File: config.mk
export PLATFORM = sky130hd
export DESIGN_NAME = encoder_connector_pin_mux
export DESIGN_NICKNAME = d
export VERILOG_FILES = /design/src/pin_mux_pkg.sv /design/src/encoder_connector_pin_mux.sv
export SDC_FILE = /design/constraint.sdc
export NUM_CORES = 1
export LEC_CHECK = 0
export BUFFER_PORTS_ARGS = -buffer_cell sky130_fd_sc_hd__clkbuf_2
export CELL_PAD_IN_SITES_DETAIL_PLACEMENT = 0
export CELL_PAD_IN_SITES_GLOBAL_PLACEMENT = 1
export CORE_MARGIN = 10
export CORE_UTILIZATION = 34
export DETAILED_ROUTE_END_ITERATION = 12
export PLACE_DENSITY_LB_ADDON = 0.1
export SLEW_MARGIN = 25
export SYNTH_ARGS = -nofsm -noshare
export SYNTH_HDL_FRONTEND = slang
export SYNTH_SLANG_ARGS = --single-unit
File: constraint.sdc
create_clock -name clk_i -period 1.56 [get_ports clk_i]
set_input_delay 0.312 -clock clk_i [delete_from_list [all_inputs] [get_ports clk_i]]
set_output_delay 0.312 -clock clk_i [all_outputs]
set_load 0.1 [all_outputs]
File: src/pin_mux_pkg.sv
// Constants and carrier types for the encoder connector pin multiplexer
`default_nettype none
package pin_mux_pkg;

	// Channels served by one feedback board
	localparam int NUM_CH = 2;

	// Bus geometry
	localparam int ADDR_W = 4;
	localparam int DATA_W = 32;

	// Byte offsets; channel j sits one word above channel j-1
	localparam logic [3:0] CTRL_BASE = 4'h0;
	localparam logic [3:0] STAT_BASE = 4'h8;
	localparam int         CH_SEL_BIT = 2;
	localparam int         BANK_BIT   = 3;

	// Control word fields
	localparam int ROUTE_BIT  = 0;
	localparam int SERIAL_BIT = 1;
	localparam int DEC_LSB    = 4;
	localparam int DEC_W      = 3;

	// Status word fields
	localparam int ST_QUAD_BIT   = 0;
	localparam int ST_STROBE_BIT = 1;
	localparam int ST_AMP_BIT    = 2;
	localparam int ST_FAULT_BIT  = 3;
	localparam int ST_PINS_LSB   = 8;

	// Decode selections: phase A/B as pulse and direction, or quadrature
	localparam logic [DEC_W-1:0] DEC_PULSE_LO = 3'h0;
	localparam logic [DEC_W-1:0] DEC_PULSE_HI = 3'h4;
	localparam logic [DEC_W-1:0] DEC_QUAD_LO  = 3'h3;
	localparam logic [DEC_W-1:0] DEC_QUAD_HI  = 3'h7;

	// Power-on values
	localparam logic             ROUTE_RESET  = 1'b0;
	localparam logic             SERIAL_RESET = 1'b0;
	localparam logic [DEC_W-1:0] DEC_RESET    = DEC_QUAD_LO;

	// One bit per connector line (a, b, c are pairs; t, u, v, w single lines)
	typedef struct packed {
		logic a;
		logic b;
		logic c;
		logic t;
		logic u;
		logic v;
		logic w;
	} pin_bits_t;

	// Board jumpers per channel
	typedef struct packed {
		logic amp_en;
		logic fault_en;
		logic strobe_off;
	} jumper_t;

	// Signals the axis logic drives toward the connector
	typedef struct packed {
		logic amp_enable;
		logic step_pulse;
		logic step_dir;
		logic ser_clk;
		logic ser_strobe;
		logic ser_data;
		logic ser_data_oe;
	} axis_drive_t;

	// Signals handed back to the axis logic
	typedef struct packed {
		logic quad_a;
		logic quad_b;
		logic pulse_in;
		logic dir_in;
		logic quad_mode;
		logic fault;
		logic capture;
		logic gp_flag;
		logic hall_u;
		logic hall_v;
		logic hall_w;
		logic ser_data_in;
	} axis_sense_t;

	// Software settings of one channel
	typedef struct packed {
		logic             route;
		logic             serial;
		logic [DEC_W-1:0] decode;
	} chan_cfg_t;

endpackage : pin_mux_pkg
`default_nettype wire

File: src/encoder_connector_pin_mux.sv
// Per-channel pin function multiplexer for the encoder feedback connector
//
// Functional notes
// - Amp-enable jumper on: drive amplifier enable on phase A pair; off: input.
// - Fault jumper on: take amplifier fault from phase B pair; else ignore.
// - Flag routing 1 with serial mode 0: drive step pulse and direction on flag and Hall lines.
// - Flag routing resets to 0; then flag and Hall lines are inputs.
// - Serial mode 1: place serial data, clock and strobe on shared pins.
// - Serial mode resets to 0; shared pins then serve flags or pulse outputs.
// - Strobe-off jumper frees the strobe pair for the index even in serial mode.
// - Decode select 0 or 4: phase A/B read as pulse and direction.
// - Quadrature decode uses other decode values, typically 3 or 7.
// - Index input serves as the channel's position capture flag.
//
// Local design decisions: register access over Wishbone and the placing of the registers.
`timescale 1ns/1ns
`default_nettype none
module encoder_connector_pin_mux (
	input  wire logic                                        clk_i,
	input  wire logic                                        rst_i,
	input  wire logic                                        wb_cyc_i,
	input  wire logic                                        wb_stb_i,
	input  wire logic                                        wb_we_i,
	input  wire logic [pin_mux_pkg::ADDR_W-1:0]              wb_adr_i,
	input  wire logic [3:0]                                  wb_sel_i,
	input  wire logic [pin_mux_pkg::DATA_W-1:0]              wb_dat_i,
	output logic      [pin_mux_pkg::DATA_W-1:0]              wb_dat_o,
	output logic                                             wb_ack_o,
	input  wire pin_mux_pkg::pin_bits_t   [pin_mux_pkg::NUM_CH-1:0] pin_in_i,
	input  wire pin_mux_pkg::jumper_t     [pin_mux_pkg::NUM_CH-1:0] jumper_i,
	input  wire pin_mux_pkg::axis_drive_t [pin_mux_pkg::NUM_CH-1:0] axis_drive_i,
	output pin_mux_pkg::pin_bits_t        [pin_mux_pkg::NUM_CH-1:0] pin_out_o,
	output pin_mux_pkg::pin_bits_t        [pin_mux_pkg::NUM_CH-1:0] pin_oe_o,
	output pin_mux_pkg::axis_sense_t      [pin_mux_pkg::NUM_CH-1:0] axis_sense_o
);
	import pin_mux_pkg::*;

	////////////////////////////////////////////////////////////////////////////////
	// Declarations

	pin_bits_t   [NUM_CH-1:0] pin_meta_q;
	pin_bits_t   [NUM_CH-1:0] pin_sync_q;
	jumper_t     [NUM_CH-1:0] jmp_meta_q;
	jumper_t     [NUM_CH-1:0] jmp_sync_q;
	chan_cfg_t                cfg_q [NUM_CH];
	pin_bits_t                out_d [NUM_CH];
	pin_bits_t                oe_d  [NUM_CH];
	axis_sense_t              sense_d [NUM_CH];
	logic        [DATA_W-1:0] stat_word [NUM_CH];
	logic                     req;
	logic                     wr_fire;
	logic                     ch_sel;
	logic                     bank_sel;
	logic        [DATA_W-1:0] rd_d;
	logic        [1:0]        settle_q;

	////////////////////////////////////////////////////////////////////////////////
	// Input synchronisers

	// Connector lines and jumpers are asynchronous; two flops before any use
	always_ff @(posedge clk_i) begin
		pin_meta_q <= pin_in_i;
		pin_sync_q <= pin_meta_q;
	end

	// Jumpers are static in practice but may be moved under power
	always_ff @(posedge clk_i) begin
		jmp_meta_q <= jumper_i;
		jmp_sync_q <= jmp_meta_q;
	end

	////////////////////////////////////////////////////////////////////////////////
	// Wishbone slave

	// Address split: bank selects control or status, next bit the channel
	assign req      = wb_cyc_i & wb_stb_i;
	assign ch_sel   = wb_adr_i[CH_SEL_BIT];
	assign bank_sel = wb_adr_i[BANK_BIT];
	// Commit on the edge at which the master sees ack
	assign wr_fire  = req & wb_we_i & wb_ack_o & wb_sel_i[0] & (bank_sel == CTRL_BASE[BANK_BIT]);

	// One wait state, ack drops right after; every address answers
	always_ff @(posedge clk_i) begin
		if (rst_i) begin
			wb_ack_o <= 1'b0;
		end else begin
			wb_ack_o <= req & ~wb_ack_o;
		end
	end

	// Read mux; status bank is read-only, writes to it are dropped
	always_comb begin
		rd_d = '0;
		if (bank_sel == STAT_BASE[BANK_BIT]) begin
			rd_d = stat_word[ch_sel];
		end else begin
			rd_d[ROUTE_BIT]                 = cfg_q[ch_sel].route;
			rd_d[SERIAL_BIT]                = cfg_q[ch_sel].serial;
			rd_d[DEC_LSB +: DEC_W]          = cfg_q[ch_sel].decode;
		end
	end

	// Read data captured as ack rises and held while it stands
	always_ff @(posedge clk_i) begin
		if (rst_i) begin
			wb_dat_o <= '0;
		end else if (req & ~wb_ack_o) begin
			wb_dat_o <= rd_d;
		end
	end

	// Settings registers, power-on values keep every shared line an input
	always_ff @(posedge clk_i) begin
		if (rst_i) begin
			for (int j = 0; j < NUM_CH; j++) begin
				cfg_q[j].route  <= ROUTE_RESET;
				cfg_q[j].serial <= SERIAL_RESET;
				cfg_q[j].decode <= DEC_RESET;
			end
		end else if (wr_fire) begin
			cfg_q[ch_sel].route  <= wb_dat_i[ROUTE_BIT];
			cfg_q[ch_sel].serial <= wb_dat_i[SERIAL_BIT];
			cfg_q[ch_sel].decode <= wb_dat_i[DEC_LSB +: DEC_W];
		end
	end

	////////////////////////////////////////////////////////////////////////////////
	// Per-channel multiplexing

	for (genvar g = 0; g < NUM_CH; g++) begin : g_ch
		logic serial_on;
		logic route_on;
		logic strobe_use;
		logic flags_in;
		logic pulse_mode;

		assign serial_on  = cfg_q[g].serial;
		assign route_on   = cfg_q[g].route & ~cfg_q[g].serial;
		// Strobe jumper wins over serial mode so the index can come in
		assign strobe_use = serial_on & ~jmp_sync_q[g].strobe_off;
		assign flags_in   = ~cfg_q[g].route & ~cfg_q[g].serial;
		assign pulse_mode = (cfg_q[g].decode == DEC_PULSE_LO) ||
				(cfg_q[g].decode == DEC_PULSE_HI);

		// Pin drive; serial mode outranks flag routing to avoid two drivers
		always_comb begin
			out_d[g] = '0;
			oe_d[g]  = '0;
			oe_d[g].a  = jmp_sync_q[g].amp_en;
			out_d[g].a = jmp_sync_q[g].amp_en & axis_drive_i[g].amp_enable;
			oe_d[g].c  = strobe_use;
			out_d[g].c = strobe_use & axis_drive_i[g].ser_strobe;
			if (serial_on) begin
				oe_d[g].w  = axis_drive_i[g].ser_data_oe;
				oe_d[g].t  = axis_drive_i[g].ser_data_oe;
				out_d[g].w = axis_drive_i[g].ser_data;
				out_d[g].t = ~axis_drive_i[g].ser_data;
				oe_d[g].u  = 1'b1;
				oe_d[g].v  = 1'b1;
				out_d[g].u = axis_drive_i[g].ser_clk;
				out_d[g].v = ~axis_drive_i[g].ser_clk;
			end else if (route_on) begin
				oe_d[g].w  = 1'b1;
				oe_d[g].t  = 1'b1;
				out_d[g].w = axis_drive_i[g].step_pulse;
				out_d[g].t = ~axis_drive_i[g].step_pulse;
				oe_d[g].u  = 1'b1;
				oe_d[g].v  = 1'b1;
				out_d[g].u = axis_drive_i[g].step_dir;
				out_d[g].v = ~axis_drive_i[g].step_dir;
			end
		end

		// Sensed signals back to the axis logic
		always_comb begin
			sense_d[g]             = '0;
			sense_d[g].quad_mode   = ~pulse_mode;
			sense_d[g].quad_a      = ~pulse_mode & pin_sync_q[g].a & ~jmp_sync_q[g].amp_en;
			sense_d[g].quad_b      = ~pulse_mode & pin_sync_q[g].b;
			sense_d[g].pulse_in    = pulse_mode & pin_sync_q[g].a & ~jmp_sync_q[g].amp_en;
			sense_d[g].dir_in      = pulse_mode & pin_sync_q[g].b;
			sense_d[g].fault       = jmp_sync_q[g].fault_en & pin_sync_q[g].b;
			sense_d[g].capture     = ~strobe_use & pin_sync_q[g].c;
			sense_d[g].gp_flag     = flags_in & pin_sync_q[g].t;
			sense_d[g].hall_u      = flags_in & pin_sync_q[g].u;
			sense_d[g].hall_v      = flags_in & pin_sync_q[g].v;
			sense_d[g].hall_w      = flags_in & pin_sync_q[g].w;
			sense_d[g].ser_data_in = serial_on & ~axis_drive_i[g].ser_data_oe & pin_sync_q[g].w;
		end

		// Status word: modes in effect plus the raw synchronised lines
		always_comb begin
			stat_word[g]                              = '0;
			stat_word[g][ST_QUAD_BIT]                 = ~pulse_mode;
			stat_word[g][ST_STROBE_BIT]               = strobe_use;
			stat_word[g][ST_AMP_BIT]                  = jmp_sync_q[g].amp_en;
			stat_word[g][ST_FAULT_BIT]                = jmp_sync_q[g].fault_en;
			stat_word[g][ST_PINS_LSB +: $bits(pin_bits_t)] = pin_sync_q[g];
		end
	end

	////////////////////////////////////////////////////////////////////////////////
	// Output registers

	// All outputs come from flops; reset leaves every line undriven
	always_ff @(posedge clk_i) begin
		if (rst_i) begin
			pin_out_o    <= '0;
			pin_oe_o     <= '0;
			axis_sense_o <= '0;
		end else begin
			for (int j = 0; j < NUM_CH; j++) begin
				pin_out_o[j]    <= out_d[j];
				pin_oe_o[j]     <= oe_d[j];
				axis_sense_o[j] <= sense_d[j];
			end
		end
	end

	////////////////////////////////////////////////////////////////////////////////
	// Checks

	// Two clean cycles after reset before $past is meaningful
	always_ff @(posedge clk_i) begin
		if (rst_i) begin
			settle_q <= '0;
		end else begin
			settle_q <= {settle_q[0], 1'b1};
		end
	end

	for (genvar g = 0; g < NUM_CH; g++) begin : g_chk

	end
endmodule : encoder_connector_pin_mux
`default_nettype wire

Word level (Yosys, flattened, before mapping) --
Memories as Yosys holds them, arrays and structs flattened. Cells that the tools add are included.
Cells by class: magnitude comparators 1, equal/unequal tests 2, mux-type cells 23, bitwise logic cells 69, reduce and logical (&&, ||, !) cells 5
Operator list (number):
- 32-bit two-way mux | 2
- 1-bit bitwise AND | 44
- 4-bit two-way mux | 8
- 25-bit two-way mux | 1
- 1-bit NOT | 24
- 15-bit two-way mux | 1
- 1-bit two-way mux | 7
- 3-bit equality test (second input constant) | 2
- 3-bit zero test | 2
- 5-bit two-way mux | 1
- 5-bit OR reduction | 1
- 2-bit two-way mux | 2
- 3-bit two-way mux | 1
- 2-bit greater-or-equal comparator (second input constant) | 1
- 1-bit logical OR | 2
- 1-bit NOT with 2-bit output | 1
Word-level totals: bits in registers 125, RAM bits 10, logic and storage cells 195, memories 1
Memory list:
- cfg_q | words 2, width 5, read ports 3, clocked after memory_dff 0, wr ports 2, RTL line encoder_connector_pin_mux.sv:45 | chan_cfg_t cfg_q [NUM_CH];

Logic depth before layout (Yosys ltp) --
word-level depth 10, depth in mapped cells 5, mapped depth without buffers 3

Least setup slack after synthesis --
OpenSTA, ideal clock, no wires.
path type flip-flop to flip-flop, start point register wb_ack_o, end point memory cfg_q[1][0] (netlist name) (enable), setup time 0.306 ns, arrival 1.799 ns, slack -0.544 ns, stages on the path, launching flop included 4, period minus slack after synthesis 2.104 ns, cells stage by stage dfxtp_1 > nand3_1 > nor4_2 > a21o_1
RTL lines:
- start, declared | RTL line encoder_connector_pin_mux.sv:28 | output logic wb_ack_o,
- start signal, assigned | RTL line encoder_connector_pin_mux.sv:87 | wb_ack_o <= req & ~wb_ack_o;
- end, declared | RTL line encoder_connector_pin_mux.sv:45

Worst setup path in the final report --
start point register wb_ack_o, end point output wb_ack_o
No word-level cell between the ends.

==> impl_metrics.csv <==
group,metric,value,unit
grt,antenna_found_initial,0,
setup_path,crit_path_start_kind,"flip-flop",
grt,number_of_global_route_vias_before_repair,2423,
synthesis,register_bit_total_from_synthesis,109,
route,postRouteAntennaNets,0,
route,vias_per_cell,4.16,
grt,grt_pass1_wl,12600,µm
clock_network,htreeDepth,3,
floorplan,initial_core_utilization,35.0,%
outcome,outcome,"complete, no violations",
sta,report.final.slew_viol_count,0,
floorplan,floorplan.die_area,0.0145,mm²
grt,grt_remaining_overflow,0,
floorplan,row_count,36,
sta,min_clock_period_post_route,1.51,ns
floorplan,core_region_area,0.00982,mm²
sta,slew_headroom,62.6,%
sta,timing.final.hold_violations,0,
synthesis,synth.yosys.warnings,0,
route,drt_first_iter_violations,60,
layout,layout.cells.non_filler,549,
clock_network,clk_path_buf_depth,2,
clock_network,postCtsSetupBuffers,0,
layout,final_core_util,43.8,%
synthesis,syn_inst,296,
setup_path,critical-path-slowest-cell,"clkbuf_2",
setup_path,crit_path_capture_type,"output port",
floorplan,die_h,120,µm
sta,fin_tns_setup,0,ns
layout,multiInputGateArea,981,µm²
setup_path,path_buf_inv,1,
job,cap_viol_max_count,0,
route,routedWlPerCell,14.3,µm
power,power_leakage,1.98,nW
grt,pin_count_of_the_biggest_net_entering_global_routing,23,
route,wl,7840,µm
layout,final_layout_size_suffix_gt1_share,37.5,%
layout,fin_nets,490,
synthesis,synth_sequential_area_ratio,66.5,%
setup_path,cp_slowest_stage_delay,0.46,ns
placed_design,placement.io_buffers,109,
sta,setup_viol,0,
setup_path,critical_path_class,"reg2out",
clock_network,clkSinkCount,109,
clock_network,cts.reportedPaths.clkPinSlew,0.10,ns
power,power_per_cell_area,1310,mW/mm²
placed_design,finalWeightedCongestion,0.723,
power,totalPowerFinal,0.00562,W
route,drtPass1Iterations,4,
setup_path,critical-path-top-delay-family,"buffers and inverters",
grt,global_route.usage.total,11.0,%
route,routed-via-count,2283,
power,irDropWorstVdd,0.415,mV
floorplan,io-pin-count,164,
synthesis,syn-cell-area,0.00343,mm²
layout,syn_to_final_growth,25.3,%
layout,area.sequential,0.00229,mm²
clock_network,clock_tree_from_tritoncts,"done",
setup_path,crit_fanout,4,
clock_network,cts_root_buf,"clkbuf_8",
clock_network,worst_skew_pair.late_latency,0.36,ns
placed_design,place_inst,533,
sta,finalClockSkew,0.00981,ns
setup_path,worst-endpoint-arrival,1.20,ns
sta,final_min_period_over_clock_period,96.8,%
min_path,min_path_type,"in2reg",
clock_network,numCtsBuffers,9,
route,remaining_drc_errors,0,
layout,final.fill_count,1029,
synthesis,netlist-cell-type-count,33,
clock_network,number_of_cells_upsized_or_downsized_after_cts,0,
synthesis,synthesis.area_per_instance,11.6,µm²
placed_design,place_hpwl,6320,µm
sta,maxClockFrequency,663,MHz
clock_network,cts_hold_repair.buffers,0,
sta,timing_worst_slew_pin_value,0.564,ns
sta,grt_setup_unrepaired,"no",
sta,setup_slack,0.0506,ns
placed_design,detailedPlace.worstSlack,0.149,ns
layout,antenna_cells_inserted,0,
floorplan,die_width,120,µm
setup_path,critical_path_required,1.25,ns
setup_path,path_cells,"clkbuf_2",
[cells by family (layout without fill, tap and decap cells)]
family	Yosys count	count (layout)	synth area share, %
flops	109	109	66.5
other cells	1	22	0.109
buf+inv	44	143	7.91
compound gates	22	22	3.83
simple gates	104	104	16.7
mux	16	16	4.99
[cell usage in the layout (no fill, tap or decap), types with 9 or more instances in the layout]
cell type / instances
clkbuf_2: 105
nor2b_1: 9
edfxtp_1: 10
nor2_1: 19
nand3_1: 10
mux2_2: 9
a21oi_1: 14
dfxtp_1: 94
clkbuf_8: 9
and2_1: 17
buf_4: 14
nand2_1: 17
conb_1: 22
[path summary, 6_finish.rpt]
kind	from	end	slack, ns	cells after the start
worst min register to register	pin_meta_q[6]$_DFF_P_	pin_sync_q[6]$_DFF_P_	0.33	0
worst min-delay path	pin_in_i[8]	pin_meta_q[8]$_DFF_P_	0.04	1
worst max register to register	wb_ack_o$_SDFF_PP0_	cfg_q[0][0]$_SDFFCE_PN1P_	0.24	3
worst max-delay path	wb_ack_o$_SDFF_PP0_	wb_ack_o	0.05	1
[state kept, by name, summed over array words and instances, names as in the netlist]
signal        cells
wb_dat_o         14
cfg_q            10
axis_sense_o     24
pin_oe_o          8
wb_ack_o          1
pin_meta_q       14
pin_sync_q       14
jmp_sync_q        6
pin_out_o        12
jmp_meta_q        6
[Yosys cell counts]
| cell | number | area share (%) |
|---|---|---|
| a211o_1 | 1 | 0.26 |
| a21o_1 | 2 | 0.44 |
| a21oi_1 | 14 | 2.0 |
| a311oi_1 | 1 | 0.26 |
| a31o_2 | 1 | 0.26 |
| and2_1 | 17 | 3.1 |
| and3_1 | 1 | 0.18 |
| and3b_1 | 1 | 0.26 |
| buf_1 | 1 | 0.11 |
| buf_2 | 4 | 0.58 |
| buf_4 | 27 | 5.9 |
| clkbuf_1 | 6 | 0.66 |
| conb_1 | 1 | 0.11 |
| dfxtp_1 | 99 | 58 |
| edfxtp_1 | 10 | 8.7 |
| inv_1 | 6 | 0.66 |
| mux2_2 | 9 | 3.0 |
| mux2i_1 | 7 | 2.0 |
| nand2_1 | 17 | 1.9 |
| nand2b_1 | 6 | 1.1 |
| nand3_1 | 11 | 1.6 |
| nand3b_1 | 2 | 0.44 |
| nor2_1 | 19 | 2.1 |
| nor2b_1 | 9 | 1.6 |
| nor3_1 | 7 | 1.0 |
| nor3b_1 | 6 | 1.3 |
| nor4_2 | 1 | 0.36 |
| nor4b_2 | 1 | 0.44 |
| nor4bb_1 | 2 | 0.58 |
| o21ai_0 | 1 | 0.15 |
| o21bai_1 | 2 | 0.44 |
| or2_2 | 1 | 0.18 |
| or3_1 | 3 | 0.55 |
[area by class of cell]
type / count / share of cell area (%)
clock inverter: 6 / 1.19
inverter: 6 / 0.524
timing repair buffer: 121 / 14.9
multi-input combinational: 164 / 22.8
tap: 133 / 3.87
sequential: 109 / 53.3
clock buffer: 10 / 3.46
[report_power, final]
group | switching, W | leakage, nW | internal (W) | total (W)
logic | 0.000828 | 0.957 | 0.000164 | 0.000991
registers | 0.0000463 | 0.914 | 0.00294 | 0.00298
clock network | 0.000944 | 0.106 | 0.000704 | 0.00165
[per-stage QoR]
stage	hold WS [ns]	area, µm²
floorplan	0.310	3540
global placement	0.310	4100
detailed placement	0.312	4100
CTS	0.0125	4300
global route	0.0130	4300
finish	0.0409	4300
[metal layers]
metal  GRT usage [%]  vias to the layer above  routed length, µm
li1                -                     1156                  -
met1            12.8                     1026               3390
met2            17.4                       92               3590
met3            4.79                        9                754
met4            4.07                        0                101
met5               0                        -                  0
Power figures use the tool's default switching activity.
